### config.mk
export PLATFORM = sky130hd
export DESIGN_NAME = ext_bus_gpio_pin_sharing
export DESIGN_NICKNAME = d
export VERILOG_FILES = /design/src/pin_share_pkg.sv /design/src/ext_bus_gpio_pin_sharing.sv
export SDC_FILE = /design/constraint.sdc
export NUM_CORES = 1
export LEC_CHECK = 0
export ABC_AREA = 1
export BUFFER_PORTS_ARGS = -buffer_cell sky130_fd_sc_hd__clkbuf_2
export CAP_MARGIN = 30
export CORE_MARGIN = 2
export CORE_UTILIZATION = 49
export CTS_CLUSTER_SIZE = 16
export DETAILED_ROUTE_END_ITERATION = 8
export HOLD_SLACK_MARGIN = 0.06
export PLACE_DENSITY = 0.85
export SETUP_SLACK_MARGIN = 0.02
export SLEW_MARGIN = 40
export SYNTH_ARGS = -nofsm -noshare
export SYNTH_HDL_FRONTEND = slang
export SYNTH_SLANG_ARGS = --single-unit
### constraint.sdc
create_clock -name clk_in -period 2.8 [get_ports clk_in]
set_clock_uncertainty 0.1 [all_clocks]
set_input_delay 0.56 -clock clk_in [delete_from_list [all_inputs] [get_ports clk_in]]
set_output_delay 0.56 -clock clk_in [all_outputs]
set_load 0.03 [all_outputs]
### src/pin_share_pkg.sv
// Functional notes
// - port B bit 0 is a software input or output pin whenever it is not the address line.
// - routed to the external bus, port B bit 0 carries address line 16 of memory accesses.
// - with bus_drive_keep clear, address line 16 and the bus control outputs float while the bus is idle.
// - after reset, port B bit 0 starts as I/O or address from the boot strap, width select and flash security.
// - a write to portb_periph_enable overrides the reset-time choice for port B bit 0, except one made before start-up completes, which that choice replaces.
// - bit 0 of portb_pullup_enable turns the port B bit 0 pull-up on when set and off when clear.
// - in external bus mode the seven shared pins carry data lines 0 to 6.
// - with bus_drive_keep clear, data lines 0 to 6 float while the bus is idle.
// - the seven data pins are port F bits 9 to 15, each its own input or output.
// - clearing a port F pull-up enable bit (bit 9 for data line 0) turns that pin's pull-up off.
package pin_share_pkg;
   // =========================================================
   // register offsets (byte addresses)
   localparam logic [7:0] OFF_BUS_CTRL  = 8'h00;
   localparam logic [7:0] OFF_PB_PER    = 8'h04;
   localparam logic [7:0] OFF_PB_PUR    = 8'h08;
   localparam logic [7:0] OFF_PB_DIR    = 8'h0C;
   localparam logic [7:0] OFF_PB_DOUT   = 8'h10;
   localparam logic [7:0] OFF_PB_DIN    = 8'h14;
   localparam logic [7:0] OFF_PF_PER    = 8'h18;
   localparam logic [7:0] OFF_PF_PUR    = 8'h1C;
   localparam logic [7:0] OFF_PF_DIR    = 8'h20;
   localparam logic [7:0] OFF_PF_DOUT   = 8'h24;
   localparam logic [7:0] OFF_PF_DIN    = 8'h28;
   localparam logic [7:0] OFF_STATUS    = 8'h2C;
   // =========================================================
   // field layout
   localparam int PB_BIT       = 0;
   localparam int PF_LSB       = 9;
   localparam int PF_MSB       = 15;
   localparam int PF_WIDTH     = 7;
   localparam int DRV_BIT      = 0;
   localparam int ST_BUSY_BIT  = 0;
   localparam int ST_BOOT_BIT  = 1;
   localparam int ST_INIT_BIT  = 2;
   localparam int CTRL_WIDTH   = 3;
   // =========================================================
   // reset values
   localparam logic       DRV_RST     = 1'b0;
   localparam logic       PB_PUR_RST  = 1'b1;
   localparam logic [6:0] PF_PER_RST  = 7'h7F;
   localparam logic [6:0] PF_PUR_RST  = 7'h7F;
   localparam logic [6:0] PF_ZERO     = 7'h00;
   localparam logic [31:0] WORD_ZERO  = 32'h0000_0000;
   // =========================================================
   // start-up timing: cycles to let the strap synchroniser settle
   localparam logic [1:0] SETTLE_CYCLES = 2'h2;
   localparam logic [1:0] SETTLE_ZERO   = 2'h0;
   localparam logic [1:0] SETTLE_ONE    = 2'h1;
endpackage

### src/ext_bus_gpio_pin_sharing.sv
// The implementer's own choices: the APB interface to the registers and the placing of the registers.
module ext_bus_gpio_pin_sharing (
   // clock and reset
   input  wire logic        clk_in,
   input  wire logic        rst_in,
   // apb slave
   input  wire logic        psel_in,
   input  wire logic        penable_in,
   input  wire logic        pwrite_in,
   input  wire logic [7:0]  paddr_in,
   input  wire logic [31:0] pwdata_in,
   output logic      [31:0] prdata_out,
   output logic             pready_out,
   output logic             pslverr_out,
   // reset-time straps (asynchronous pins)
   input  wire logic        external_boot_strap_in,
   input  wire logic        ext_iface_width_select_in,
   input  wire logic        flash_secure_in,
   // external memory interface core side
   input  wire logic        bus_active_in,
   input  wire logic        addr_line_16_in,
   input  wire logic [6:0]  data_line_wr_in,
   input  wire logic        data_drive_in,
   input  wire logic [2:0]  bus_ctrl_in,
   output logic      [6:0]  data_line_rd_out,
   // bus control pins
   output logic      [2:0]  bus_ctrl_pin_out,
   output logic             bus_ctrl_oe_out,
   // port b bit 0 / address line 16 pin
   input  wire logic        portb_bit0_pin_in,
   output logic             portb_bit0_pin_out,
   output logic             portb_bit0_oe_out,
   output logic             portb_bit0_pullup_out,
   // port f bits 9..15 / data lines 0..6 pins
   input  wire logic [6:0]  portf_bit9_pin_in,
   output logic      [6:0]  portf_bit9_pin_out,
   output logic      [6:0]  portf_bit9_oe_out,
   output logic      [6:0]  portf_bit9_pullup_out
);

   // =========================================================
   // declarations
   logic       bus_drive_keep_reg, bus_drive_keep_next;
   logic       portb_periph_enable_reg, portb_periph_enable_next;
   logic       portb_pullup_enable_reg, portb_pullup_enable_next;
   logic       pb_dir_reg, pb_dir_next;
   logic       pb_dout_reg, pb_dout_next;
   logic [6:0] pf_per_reg, pf_per_next;
   logic [6:0] portf_pullup_enable_reg, portf_pullup_enable_next;
   logic [6:0] pf_dir_reg, pf_dir_next;
   logic [6:0] pf_dout_reg, pf_dout_next;
   logic [1:0] settle_reg, settle_next;
   logic       init_done_reg, init_done_next;
   logic       boot_addr_reg, boot_addr_next;
   logic [31:0] prdata_reg, prdata_next;
   logic [10:0] sync1_reg, sync2_reg;
   logic [6:0] rd_data_reg, rd_data_next;
   logic       pb_in_s, strap_s, width_s, secure_s;
   logic [6:0] pf_in_s;
   logic       wr_en;
   logic       setup_en;
   logic       access_en;

   // =========================================================
   // helper functions
   // address decode: true for any mapped register
   function automatic logic mapped(input logic [7:0] a);
      unique case (a)
         pin_share_pkg::OFF_BUS_CTRL, pin_share_pkg::OFF_PB_PER, pin_share_pkg::OFF_PB_PUR,
         pin_share_pkg::OFF_PB_DIR, pin_share_pkg::OFF_PB_DOUT, pin_share_pkg::OFF_PB_DIN,
         pin_share_pkg::OFF_PF_PER, pin_share_pkg::OFF_PF_PUR, pin_share_pkg::OFF_PF_DIR,
         pin_share_pkg::OFF_PF_DOUT, pin_share_pkg::OFF_PF_DIN, pin_share_pkg::OFF_STATUS: mapped = 1'b1;
         default: mapped = 1'b0;
      endcase
   endfunction

   // place a port f field at bits 15..9 of a word
   function automatic logic [31:0] pf_word(input logic [6:0] f);
      pf_word = pin_share_pkg::WORD_ZERO;
      pf_word[pin_share_pkg::PF_MSB:pin_share_pkg::PF_LSB] = f;
   endfunction

   // place a single bit at a position of a word
   function automatic logic [31:0] bit_word(input logic b, input int pos);
      bit_word = pin_share_pkg::WORD_ZERO;
      bit_word[pos] = b;
   endfunction

   // reset-time start-up choice: address line when booting externally,
   // or when the wide external interface is selected and flash is open
   function automatic logic boot_as_addr(input logic strap, input logic width, input logic secure);
      boot_as_addr = strap | (width & ~secure);
   endfunction

   // =========================================================
   // two-stage synchronisers for every pin input and strap
   always_ff @(posedge clk_in or posedge rst_in) begin
      if (rst_in) begin
         sync1_reg <= 11'h000;
         sync2_reg <= 11'h000;
      end else begin
         sync1_reg <= {flash_secure_in, ext_iface_width_select_in, external_boot_strap_in,
                       portf_bit9_pin_in, portb_bit0_pin_in};
         sync2_reg <= sync1_reg;
      end
   end

   // split the synchronised word
   assign pb_in_s  = sync2_reg[0];
   assign pf_in_s  = sync2_reg[7:1];
   assign strap_s  = sync2_reg[8];
   assign width_s  = sync2_reg[9];
   assign secure_s = sync2_reg[10];

   // =========================================================
   // apb phase decode; the slave never waits
   assign setup_en    = psel_in & ~penable_in;
   assign access_en   = psel_in & penable_in;
   assign wr_en       = access_en & pwrite_in & mapped(paddr_in);
   assign pready_out  = 1'b1;
   assign pslverr_out = access_en & ~mapped(paddr_in);
   assign prdata_out  = prdata_reg;

   // =========================================================
   // start-up sequencer: waits for straps to settle, then picks mode
   always_comb begin
      settle_next    = settle_reg;
      init_done_next = init_done_reg;
      boot_addr_next = boot_addr_reg;
      if (!init_done_reg) begin
         if (settle_reg == pin_share_pkg::SETTLE_CYCLES) begin
            init_done_next = 1'b1;
            boot_addr_next = boot_as_addr(strap_s, width_s, secure_s);
         end else begin
            settle_next = 2'(settle_reg + pin_share_pkg::SETTLE_ONE);
         end
      end
   end

   always_ff @(posedge clk_in or posedge rst_in) begin
      if (rst_in) begin
         settle_reg    <= pin_share_pkg::SETTLE_ZERO;
         init_done_reg <= 1'b0;
         boot_addr_reg <= 1'b0;
      end else begin
         settle_reg    <= settle_next;
         init_done_reg <= init_done_next;
         boot_addr_reg <= boot_addr_next;
      end
   end

   // =========================================================
   // register file next values
   always_comb begin
      bus_drive_keep_next      = bus_drive_keep_reg;
      portb_periph_enable_next = portb_periph_enable_reg;
      portb_pullup_enable_next = portb_pullup_enable_reg;
      pb_dir_next              = pb_dir_reg;
      pb_dout_next             = pb_dout_reg;
      pf_per_next              = pf_per_reg;
      portf_pullup_enable_next = portf_pullup_enable_reg;
      pf_dir_next              = pf_dir_reg;
      pf_dout_next             = pf_dout_reg;
      // start-up choice lands once, replacing any earlier software write; a write in the same cycle wins
      if (!init_done_reg && init_done_next) begin
         portb_periph_enable_next = boot_addr_next;
      end
      if (wr_en) begin
         unique case (paddr_in)
            pin_share_pkg::OFF_BUS_CTRL: bus_drive_keep_next = pwdata_in[pin_share_pkg::DRV_BIT];
            pin_share_pkg::OFF_PB_PER: portb_periph_enable_next = pwdata_in[pin_share_pkg::PB_BIT];
            pin_share_pkg::OFF_PB_PUR: portb_pullup_enable_next = pwdata_in[pin_share_pkg::PB_BIT];
            pin_share_pkg::OFF_PB_DIR: pb_dir_next = pwdata_in[pin_share_pkg::PB_BIT];
            pin_share_pkg::OFF_PB_DOUT: pb_dout_next = pwdata_in[pin_share_pkg::PB_BIT];
            pin_share_pkg::OFF_PF_PER: pf_per_next = pwdata_in[pin_share_pkg::PF_MSB:pin_share_pkg::PF_LSB];
            pin_share_pkg::OFF_PF_PUR: portf_pullup_enable_next = pwdata_in[pin_share_pkg::PF_MSB:pin_share_pkg::PF_LSB];
            pin_share_pkg::OFF_PF_DIR: pf_dir_next = pwdata_in[pin_share_pkg::PF_MSB:pin_share_pkg::PF_LSB];
            pin_share_pkg::OFF_PF_DOUT: pf_dout_next = pwdata_in[pin_share_pkg::PF_MSB:pin_share_pkg::PF_LSB];
            default: ; // read-only registers ignore writes
         endcase
      end
   end

   always_ff @(posedge clk_in or posedge rst_in) begin
      if (rst_in) begin
         bus_drive_keep_reg      <= pin_share_pkg::DRV_RST;
         portb_periph_enable_reg <= 1'b0;
         portb_pullup_enable_reg <= pin_share_pkg::PB_PUR_RST;
         pb_dir_reg              <= 1'b0;
         pb_dout_reg             <= 1'b0;
         pf_per_reg              <= pin_share_pkg::PF_PER_RST;
         portf_pullup_enable_reg <= pin_share_pkg::PF_PUR_RST;
         pf_dir_reg              <= pin_share_pkg::PF_ZERO;
         pf_dout_reg             <= pin_share_pkg::PF_ZERO;
      end else begin
         bus_drive_keep_reg      <= bus_drive_keep_next;
         portb_periph_enable_reg <= portb_periph_enable_next;
         portb_pullup_enable_reg <= portb_pullup_enable_next;
         pb_dir_reg              <= pb_dir_next;
         pb_dout_reg             <= pb_dout_next;
         pf_per_reg              <= pf_per_next;
         portf_pullup_enable_reg <= portf_pullup_enable_next;
         pf_dir_reg              <= pf_dir_next;
         pf_dout_reg             <= pf_dout_next;
      end
   end

   // =========================================================
   // read data, captured in the setup cycle
   always_comb begin
      prdata_next = prdata_reg;
      if (setup_en) begin
         unique case (paddr_in)
            pin_share_pkg::OFF_BUS_CTRL: prdata_next = bit_word(bus_drive_keep_reg, pin_share_pkg::DRV_BIT);
            pin_share_pkg::OFF_PB_PER: prdata_next = bit_word(portb_periph_enable_reg, pin_share_pkg::PB_BIT);
            pin_share_pkg::OFF_PB_PUR: prdata_next = bit_word(portb_pullup_enable_reg, pin_share_pkg::PB_BIT);
            pin_share_pkg::OFF_PB_DIR: prdata_next = bit_word(pb_dir_reg, pin_share_pkg::PB_BIT);
            pin_share_pkg::OFF_PB_DOUT: prdata_next = bit_word(pb_dout_reg, pin_share_pkg::PB_BIT);
            pin_share_pkg::OFF_PB_DIN: prdata_next = bit_word(pb_in_s, pin_share_pkg::PB_BIT);
            pin_share_pkg::OFF_PF_PER: prdata_next = pf_word(pf_per_reg);
            pin_share_pkg::OFF_PF_PUR: prdata_next = pf_word(portf_pullup_enable_reg);
            pin_share_pkg::OFF_PF_DIR: prdata_next = pf_word(pf_dir_reg);
            pin_share_pkg::OFF_PF_DOUT: prdata_next = pf_word(pf_dout_reg);
            pin_share_pkg::OFF_PF_DIN: prdata_next = pf_word(pf_in_s);
            pin_share_pkg::OFF_STATUS: prdata_next = bit_word(bus_active_in, pin_share_pkg::ST_BUSY_BIT)
                                                   | bit_word(boot_addr_reg, pin_share_pkg::ST_BOOT_BIT)
                                                   | bit_word(init_done_reg, pin_share_pkg::ST_INIT_BIT);
            default: prdata_next = pin_share_pkg::WORD_ZERO; // unmapped reads zero
         endcase
      end
   end

   // read data for the memory interface, taken from synchronised pins
   always_comb begin
      rd_data_next = pf_in_s;
   end

   always_ff @(posedge clk_in or posedge rst_in) begin
      if (rst_in) begin
         prdata_reg  <= pin_share_pkg::WORD_ZERO;
         rd_data_reg <= pin_share_pkg::PF_ZERO;
      end else begin
         prdata_reg  <= prdata_next;
         rd_data_reg <= rd_data_next;
      end
   end

   assign data_line_rd_out = rd_data_reg;

   // =========================================================
   // pin multiplexers; drivers held off until start-up completes
   assign bus_ctrl_pin_out = bus_ctrl_in;
   assign bus_ctrl_oe_out  = init_done_reg & (bus_active_in | bus_drive_keep_reg);

   // port b bit 0: address line 16 or general-purpose pin
   assign portb_bit0_pin_out = portb_periph_enable_reg ? addr_line_16_in : pb_dout_reg;
   assign portb_bit0_oe_out  = init_done_reg & (portb_periph_enable_reg ?
                                                (bus_active_in | bus_drive_keep_reg)
                                                : pb_dir_reg);
   assign portb_bit0_pullup_out = portb_pullup_enable_reg;

   // port f bits 9..15: data lines 0..6 or general-purpose pins, bit by bit
   always_comb begin
      for (int i = 0; i < pin_share_pkg::PF_WIDTH; i++) begin
         if (pf_per_reg[i]) begin
            portf_bit9_pin_out[i] = data_line_wr_in[i];
            portf_bit9_oe_out[i]  = init_done_reg & (bus_active_in ? data_drive_in
                                                                   : bus_drive_keep_reg);
         end else begin
            portf_bit9_pin_out[i] = pf_dout_reg[i];
            portf_bit9_oe_out[i]  = init_done_reg & pf_dir_reg[i];
         end
      end
   end
   assign portf_bit9_pullup_out = portf_pullup_enable_reg;
endmodule

Word level (Yosys, flattened, before mapping):

Cells that the tools add are included.

* output and inout bits: 69
* register bits: 98
* memory bits (writable): 0
* bits in read-only memories: 0
* memories kept: 0
* bits of input ports: 69
* latch bits: 0

* shift-type cells: 0
* bitwise logic cells: 25
* equal/unequal tests: 12
* $lt $le $gt $ge: 0
* multiply operators: 0
* multiplexer cells: 26
* add/subtract/negate cells: 1
* div/mod/pow operators: 0
* reduce and logical (&&, ||, !) cells: 13

Operators by type and width (count)
* one-hot mux 16 bit (12 select lines): 1
* equality test 8 x 5 -> 1 bit, second input constant: 4
* equality test 8 x 6 -> 1 bit, second input constant: 4
* 2-to-1 mux 1 bit: 25
* AND reduction 2 bit: 9
* bitwise AND 1 bit: 16
* equality test 8 x 4 -> 1 bit, second input constant: 2
* OR reduction 12 bit: 1
* equality test 8 x 3 -> 1 bit, second input constant: 1
* zero test 8 bit: 1
* NOT 1 bit: 5
* bitwise OR 2 x 3 -> 3 bit: 1
* adder 2 x 1 -> 2 bit, second input constant: 1
* equality test 2 bit, second input constant: 1
* bitwise OR 1 bit: 2
* bitwise OR 1 x 2 -> 2 bit: 1
* logical AND 1 bit: 1
* zero test 1 bit: 1

Longest topological paths before layout:

Gate-level depths: netlist of run 1.

* depth after elaboration: 8
* gate-level depth with buffers: 11

Worst setup path before layout of run 1:

No wires, ideal clock.

* kind: input -> output
* from: input port bus_active_in
* to: output port portf_bit9_oe_out[5]
* data required time: 2.140 ns
* stages: 4
* setup slack: -0.068 ns
* arrival: 2.208 ns
* buffers on the path: 0
* cell sequence: inv_1 -> a21oi_1 -> o21ai_1 -> o21ai_0

* longest elaborated chain between the ends: 3

RTL lines
* from (decl): RTL line ext_bus_gpio_pin_sharing.sv:20 `input wire logic bus_active_in,`
* 2-to-1 mux 1 bit: RTL line ext_bus_gpio_pin_sharing.sv:267 `portf_bit9_oe_out[i] = init_done_reg & (bus_active_in ? data_drive_in`
* bitwise AND 1 bit: RTL line ext_bus_gpio_pin_sharing.sv:267
* 2-to-1 mux 1 bit: RTL line ext_bus_gpio_pin_sharing.sv:265 `if (pf_per_reg[i]) begin`
* to (decl): RTL line ext_bus_gpio_pin_sharing.sv:37 `output logic [6:0] portf_bit9_oe_out,`

Every way passes these cells.

Worst setup path after layout of run 1:

* from: register init_done_reg
* to: output port portf_bit9_oe_out[6]

* longest elaborated chain between the ends: 2
* elaborated cells on any way between the ends: 3
* classes of those cells: 1 x mux; 2 x bitwise

RTL lines
* from (decl): RTL line ext_bus_gpio_pin_sharing.sv:53 `logic init_done_reg, init_done_next;`
* from (signal assigned): RTL line ext_bus_gpio_pin_sharing.sv:147 `init_done_reg <= init_done_next;`
* bitwise AND 1 bit, on equally long branches: RTL line ext_bus_gpio_pin_sharing.sv:271, ext_bus_gpio_pin_sharing.sv:267
* 2-to-1 mux 1 bit (*): RTL line ext_bus_gpio_pin_sharing.sv:265

Mark *: on every way between the ends. The rest lies on a longest branch, timed or not.

==> results of run 1 <==
## cells in the mapped netlist (all sizes together)
| cell type | n |
|---|---|
| nor2 | 22 |
| inv | 34 |
| mux2 | 5 |
| conb | 2 |
| nand2 | 138 |
| a31oi | 1 |
| dfstp | 15 |
| dfrtp | 61 |
| nand3 | 22 |
| o21ai | 35 |
| and3 | 1 |
| a21oi | 13 |
| o31ai | 1 |
| xor2 | 1 |
| clkbuf | 4 |
| o211ai | 1 |
| ha | 1 |
| nand4 | 19 |
| buf | 33 |
## final timing paths
kind	start	end	slack (ns)
setup / recovery	init_done_reg$_DFF_PP0_	portf_bit9_oe_out[6]	0.35
max in group asynchronous	rst_in	pf_per_reg[0]$_DFFE_PP1P_	1.71
setup reg to reg	settle_reg[0]$_DFFE_PP0P_	settle_reg[1]$_DFFE_PP0P_	1.57
min in group clk_in	portf_bit9_pin_in[0]	sync1_reg[1]$_DFF_PP0_	0.21
hold / removal	rst_in	sync1_reg[10]$_DFF_PP0_	0.17
hold reg to reg	sync1_reg[9]$_DFF_PP0_	sync2_reg[9]$_DFF_PP0_	0.25
## logic make-up after synthesis
kind of cell | Yosys count | synth area share
AOI/OAI and AO/OA | 51 | 0.0736
xor gates and xnor gates | 1 | 0.00247
adders and majority gates | 1 | 0.00352
buffers and inverters | 71 | 0.109
DFF | 76 | 0.541
muxes | 5 | 0.0159
other | 2 | 0.00211
and+or+nand+nor | 202 | 0.252
## layout make-up
class	count	area, µm²
inverters	34	128
clock buffers	9	124
fillers	654	2940
well taps	99	124
repair buffers	90	478
clock inverters	7	98.8
multi-input cells	283	1320
flip-flops and latches	76	1920
## through the flow
step           std cells  setup slack (ns)  instance area [µm²]  power, µW
2_1_floorplan        430             0.126                 3630       1320
6_report             598             0.349                 4190       2260
4_1_cts              598             0.344                 4190       2280
5_1_grt              598             0.269                 4190       2350
3_3_place_gp         582             0.453                 3970       1350
3_5_place_dp         582             0.436                 3970       1360
## routing by layer
| layer | vias to the layer above | GRT usage | wire length, µm |
|---|---|---|---|
| met2 | 127 | 0.338 | 3950 |
| met4 | 0 | 0.103 | 148 |
| li1 | 1437 | - | - |
| met5 | - | 0 | 0 |
| met3 | 17 | 0.0443 | 614 |
| met1 | 1412 | 0.315 | 3610 |
## power by group
part / total (µW) / internal (µW) / switching [µW]
clock network: 929 / 508 / 421
logic: 195 / 48.0 / 147
registers: 1140 / 1130 / 13.1
total: 2260 / 1680 / 581
==> impl_metrics.csv, run 1 <==
group,metric,value,unit
final_layout,insertedDiodeCount,0,
yosys,synth_cell_types,28,
sta,final_slew_violations,0,
final_layout,nNetsFinal,564,
job,timing.max_cap.violations,0,
setup_path,startpoint_to_endpoint_class_of_the_critical_path,"flip-flop to primary output",
global_routing,grt_overflow_total,0,
yosys,netlist.top_cell.by_area,"dfrtp_1",
route,via_count,2993,
setup_path,worst_path_most_repeated_cell,"a21oi_1",
sta,finalSetupViolations,0,
floorplanning,fp.coreArea,7140,µm²
setup_path,startpoint_type,"flip-flop",
setup_path,worstPathMaxFanout,7,
setup_path,cp.required,2.14,ns
yosys,ys_seq_elements,76,
global_routing,grt_antenna_before_repair,0,
setup_path,number_of_logic_stages_on_the_critical_path_including_buffering,5,
cts,insertion_delay,0.35,ns
global_routing,first_global_vias,2778,
cts,worst_setup_hold_path_clk_slew,0.08,ns
cts,cts-resized-gates,0,
global_routing,first_pass_grt_wire_length,13400,µm
yosys,yosysWarningCount,0,
cts,cts_buffer_depth,2,
yosys,netlist_instances,409,
route,routed_wl,8320,µm
sta,timing.fmax,408,MHz
sta,setup_total_negative_slack,0,ns
sta,rsz0062_at_grt,"no",
cts,htree_num_levels,3,
sta,final-hold-violation-count,0,
final_layout,commonest_non_fill_non_tap_cell_in_the_layout,"nand2_1",
route,drt-pass1-iter-count,5,
setup_path,crit_chain,"inv_1, a21oi_1, o21ai_1, a21oi_1, clkbuf_2",
floorplanning,initial_core_util,0.498,
yosys,top_post_synthesis_cells_by_area,"dfrtp_1 (43%), nand2_1 (14%), dfstp_2 (11%)",
sta,timing.hold.ws,0.168,ns
route,detail_route.iter0.violations,297,
sta,final_period_minus_worst_setup_slack,2.45,ns
hold_path,hold_class,"input pin to asynchronous set/reset pin",
cts,postCtsHoldBufs,0,
setup_path,timing.critical_path.arrival,1.79,ns
sta,timing.slew.headroom,0.551,
cts,tritoncts,"built",
pwr,worst_ir_drop_vdd,0.431,mV
route,drc_errors,0,
placed_design,dp.final_hpwl,6290,µm
setup_path,worst_reg2reg_path_length_in_cells,6,
sta,worstMarginPinSlew,0.669,ns
yosys,syn_area_per_cell,8.68,µm²
final_layout,commonest_cells_after_routing_fill_and_taps_aside,"nand2_1 (137), clkbuf_2 (84), dfrtp_1 (61), inv_1 (25), conb_1 (23)",
floorplanning,fp.dieH,89.1,µm
setup_path,cp.buffers_inverters,2,
setup_path,longest_individual_stage_delay_on_the_worst_path,0.35,ns
floorplanning,dieArea,7940,µm²
cts,root_buffer_selected_by_cts,"clkbuf_8",
setup_path,path_delay_family,"compound AO/OA/AOI/OAI gates",
floorplanning,placementRows,31,
pwr,cellLeakagePower,0.00222,µW
cts,clkSinkCount,76,
yosys,mappedNetlistArea,3550,µm²
yosys,synth_seq_area_share,0.541,
route,viasPerCell,5.01,
cts,post-cts-setup-buffers,0,
pwr,powerDensity,540,nW/µm²
setup_path,critical-path-slowest-cell,"dfrtp_1",
yosys,area_fraction_of_the_dominant_cell_type_after_synthesis,0.430,
final_layout,finish.utilization,0.588,
route,drtAntennaViolNets,0,
global_routing,grt_util_all_layers,0.224,
placed_design,numPortBuffers,84,
cts,tritoncts.num_buffers,9,
route,detail_route.wl_per_cell,13.9,µm
floorplanning,die_width,89.1,µm
placed_design,routability_congestion_estimate,0.899,
sta,layout_worst_path_cycle_share,0.876,
final_layout,fraction_of_final_layout_cells_with_drive_strength_greater_than_1,0.299,
outcome,status,"completed",
global_routing,pin_count_of_the_biggest_net_entering_global_routing,47,
floorplanning,num_io_pins,138,
final_layout,synthToLayoutAreaGrowth,18.1,%
setup_path,crit_end_element,"primary output",
No activity file was read; power rests on OpenSTA's default activity.
==> run 2: changes to the inputs <==
--- a/config.mk
+++ b/config.mk
@@ -8,12 +8,14 @@
 export ABC_AREA = 1
 export BUFFER_PORTS_ARGS = -buffer_cell sky130_fd_sc_hd__clkbuf_2
 export CAP_MARGIN = 30
+export CORE_ASPECT_RATIO = 0.5
 export CORE_MARGIN = 2
 export CORE_UTILIZATION = 49
 export CTS_CLUSTER_SIZE = 16
 export DETAILED_ROUTE_END_ITERATION = 8
 export HOLD_SLACK_MARGIN = 0.06
 export PLACE_DENSITY = 0.85
+export REMOVE_ABC_BUFFERS = 1
 export SETUP_SLACK_MARGIN = 0.02
 export SLEW_MARGIN = 40
 export SYNTH_ARGS = -nofsm -noshare
==> constraint.sdc (replaced) <==
create_clock -name clk_in -period 2.8 [get_ports clk_in]
set_clock_uncertainty 0.1 [all_clocks]
set_input_delay 0.56 -clock clk_in [delete_from_list [all_inputs] [get_ports clk_in]]
set_output_delay 0.56 -clock clk_in [all_outputs]
set_load 0.005 [all_outputs]
==> run 2 against run 1 <==
  * Non-clock buffer count up 4
  * Final cell count down 0.50%
  * Critical endpoint is now portf_bit9_oe_out[1]
  * Final area increased by 3.3%
  * Largest power group is now the clock network
  * Count of clock-buffer cells in the layout up 1
  * Hold slack worse by 0.086 ns
  * Register-to-register slack got worse by 0.14 ns
  * Critical path type unchanged
  * Sequential power is essentially flat
  * Maximum frequency decreased by 4.2%
  * Global-route usage up 1.2 points
  * Sequential cell count stayed put
  * First-iteration DRC count down 16%
==> impl_metrics.csv, run 2 (same netlist as run 1, synthesis figures left out) <==
group,metric,value,unit
global_routing,pin_count_of_the_biggest_net_entering_global_routing,40,
cts,postCtsHoldBufs,0,
floorplanning,num_io_pins,138,
pwr,cellLeakagePower,0.00230,µW
sta,post-route-worst-setup-slack,0.240,ns
pwr,powerDensity,599,nW/µm²
route,detail_route.wl_per_cell,15.7,µm
pwr,power,2600,µW
floorplanning,initial_core_util,0.518,
placed_design,numPortBuffers,84,
final_layout,regArea,1920,µm²
hold_path,hold_class,"input pin to asynchronous set/reset pin",
setup_path,cp.required,2.14,ns
route,via_count,3199,
global_routing,grt_overflow_total,0,
pwr,power.sequential.fraction,0.439,
final_layout,fraction_of_final_layout_cells_with_drive_strength_greater_than_1,0.302,
global_routing,grtUsageMet2,0.382,
pwr,combPwrFrac,0.056,
cts,cts_buffer_depth,2,
setup_path,timing.critical_path.arrival,1.90,ns
final_layout,insertedDiodeCount,0,
final_layout,synthToLayoutAreaGrowth,22.1,%
sta,final_slew_violations,0,
sta,timing.fmax,391,MHz
cts,tritoncts,"built",
setup_path,worstPathMaxFanout,12,
sta,timing.hold.ws,0.0826,ns
cts,htree_num_levels,3,
route,drc_errors,0,
cts,insertion_delay,0.34,ns
sta,layout_worst_path_cycle_share,0.914,
cts,worst_setup_hold_path_clk_slew,0.06,ns
floorplanning,fp.coreArea,6860,µm²
global_routing,globalRoute.busiestLayer,"met2",
cts,cts-resized-gates,0,
setup_path,worst_reg2reg_path_length_in_cells,5,
pwr,power.switching,546,µW
cts,clkSinkCount,76,
final_layout,commonest_non_fill_non_tap_cell_in_the_layout,"nand2_1",
global_routing,first_pass_grt_wire_length,14600,µm
setup_path,crit_end_element,"primary output",
sta,finalSetupViolations,0,
route,routed_wl,9330,µm
pwr,clock_power_share,0.505,
placed_design,dp.final_hpwl,6260,µm
setup_path,setup.worst_path.start,"init_done_reg$_DFF_PP0_",
job,timing.max_cap.violations,0,
setup_path,startpoint_type,"flip-flop",
cts,tritoncts.num_buffers,9,
pwr,worst_ir_drop_vdd,0.265,mV
global_routing,grt_util_met1,0.311,
sta,timing.slew.headroom,0.610,
floorplanning,placementRows,21,
cts,post-cts-setup-buffers,0,
sta,final_period_minus_worst_setup_slack,2.56,ns
route,drtAntennaViolNets,0,
route,detail_route.iter0.violations,250,
global_routing,grt_util_all_layers,0.237,
setup_path,startpoint_to_endpoint_class_of_the_critical_path,"flip-flop to primary output",
pwr,cell_internal_pwr,2050,µW
route,viasPerCell,5.38,
sta,final-hold-violation-count,0,
global_routing,first_global_vias,3015,
final_layout,finish.utilization,0.632,
sta,worstMarginPinSlew,0.583,ns
final_layout,multiInputGateArea,1320,µm²
global_routing,met3_use_gr,0.0645,
pwr,power.switching_fraction,0.210,
setup_path,r2r-start,"init_done_reg$_DFF_PP0_",
sta,setup_total_negative_slack,0,ns
route,drt-pass1-iter-count,5,
cts,root_buffer_selected_by_cts,"clkbuf_16",
placed_design,pre_cts_slack,0.523,ns
floorplanning,dieArea,7990,µm²
final_layout,nFillCells,550,
sta,rsz0062_at_grt,"no",
floorplanning,fp.dieH,64.2,µm
floorplanning,die_width,124,µm
final_layout,nNetsFinal,568,
outcome,status,"completed",
final_layout,commonest_cells_after_routing_fill_and_taps_aside,"nand2_1 (137), clkbuf_2 (84), dfrtp_1 (61), inv_1 (25), conb_1 (23)",
placed_design,routability_congestion_estimate,0.846,
global_routing,grt_antenna_before_repair,0,
[run 2: changes by cell type in the layout (fill, tap and decap cells not counted)]
| cell | delta |
|---|---|
| bufinv_16 | +1 |
| clkbuf_8 | -9 |
| clkbuf_16 | +9 |
| o21ai_1 | -1 |
| buf_4 | +4 |
| inv_6 | -2 |
| clkinv_4 | +1 |
| o21ai_0 | +1 |
| clkbuf_1 | +1 |
| clkinvlp_4 | -1 |
[run 2: worst paths after layout]
check / end / slack (ns)
worst max-delay path: portf_bit9_oe_out[1] / 0.24
worst min-delay path: sync1_reg[2]$_DFF_PP0_ / 0.08
worst max register to register: portb_periph_enable_reg$_DFF_PP0_ / 1.43
worst min register to register: sync2_reg[10]$_DFF_PP0_ / 0.25
max in group asynchronous: portf_bit9_pullup_out[3]$_DFFE_PP1P_ / 1.84
min in group clk_in: sync1_reg[7]$_DFF_PP0_ / 0.23
[run 2: per-stage QoR]
stage               std cells  cell area, µm²
floorplan                 393            3370
global placement          579            3990
detailed placement        579            3990
CTS                       595            4330
global route              595            4330
finish                    595            4330
[run 2: cell type report]
cell class | count | share of cell area
Clock buffer | 10 | 0.0528
Clock inverter | 6 | 0.0260
Inverter | 34 | 0.0294
Multi-Input combinational cell | 283 | 0.305
Sequential cell | 76 | 0.443
Tap cell | 92 | 0.0266
Timing Repair Buffer | 94 | 0.117
[run 2: critical path, stage by stage, from the launching register on]
cell      delay [ns]
dfrtp_1         0.62
inv_1           0.14
a21oi_1         0.18
o21ai_1         0.09
buf_4           0.18
a21oi_1         0.20
clkbuf_2        0.15
[run 2: power by group through the flow]
| stage | Sequential [µW] | Clock (µW) | Combinational, µW |
|---|---|---|---|
| after floorplan | 1160 | 0 | 63.6 |
| after global placement | 1160 | 0 | 140 |
| after detailed placement | 1160 | 0 | 143 |
| after CTS | 1140 | 1310 | 145 |
| after global routing | 1140 | 1370 | 162 |
| final | 1140 | 1310 | 145 |
[run 2: layer usage]
metal,vias to the layer above,part of all wire,wire (µm)
met5,-,0,0
met4,0,0.016,153
met2,233,0.46,4260
met1,1500,0.41,3810
met3,20,0.12,1110
li1,1446,-,-
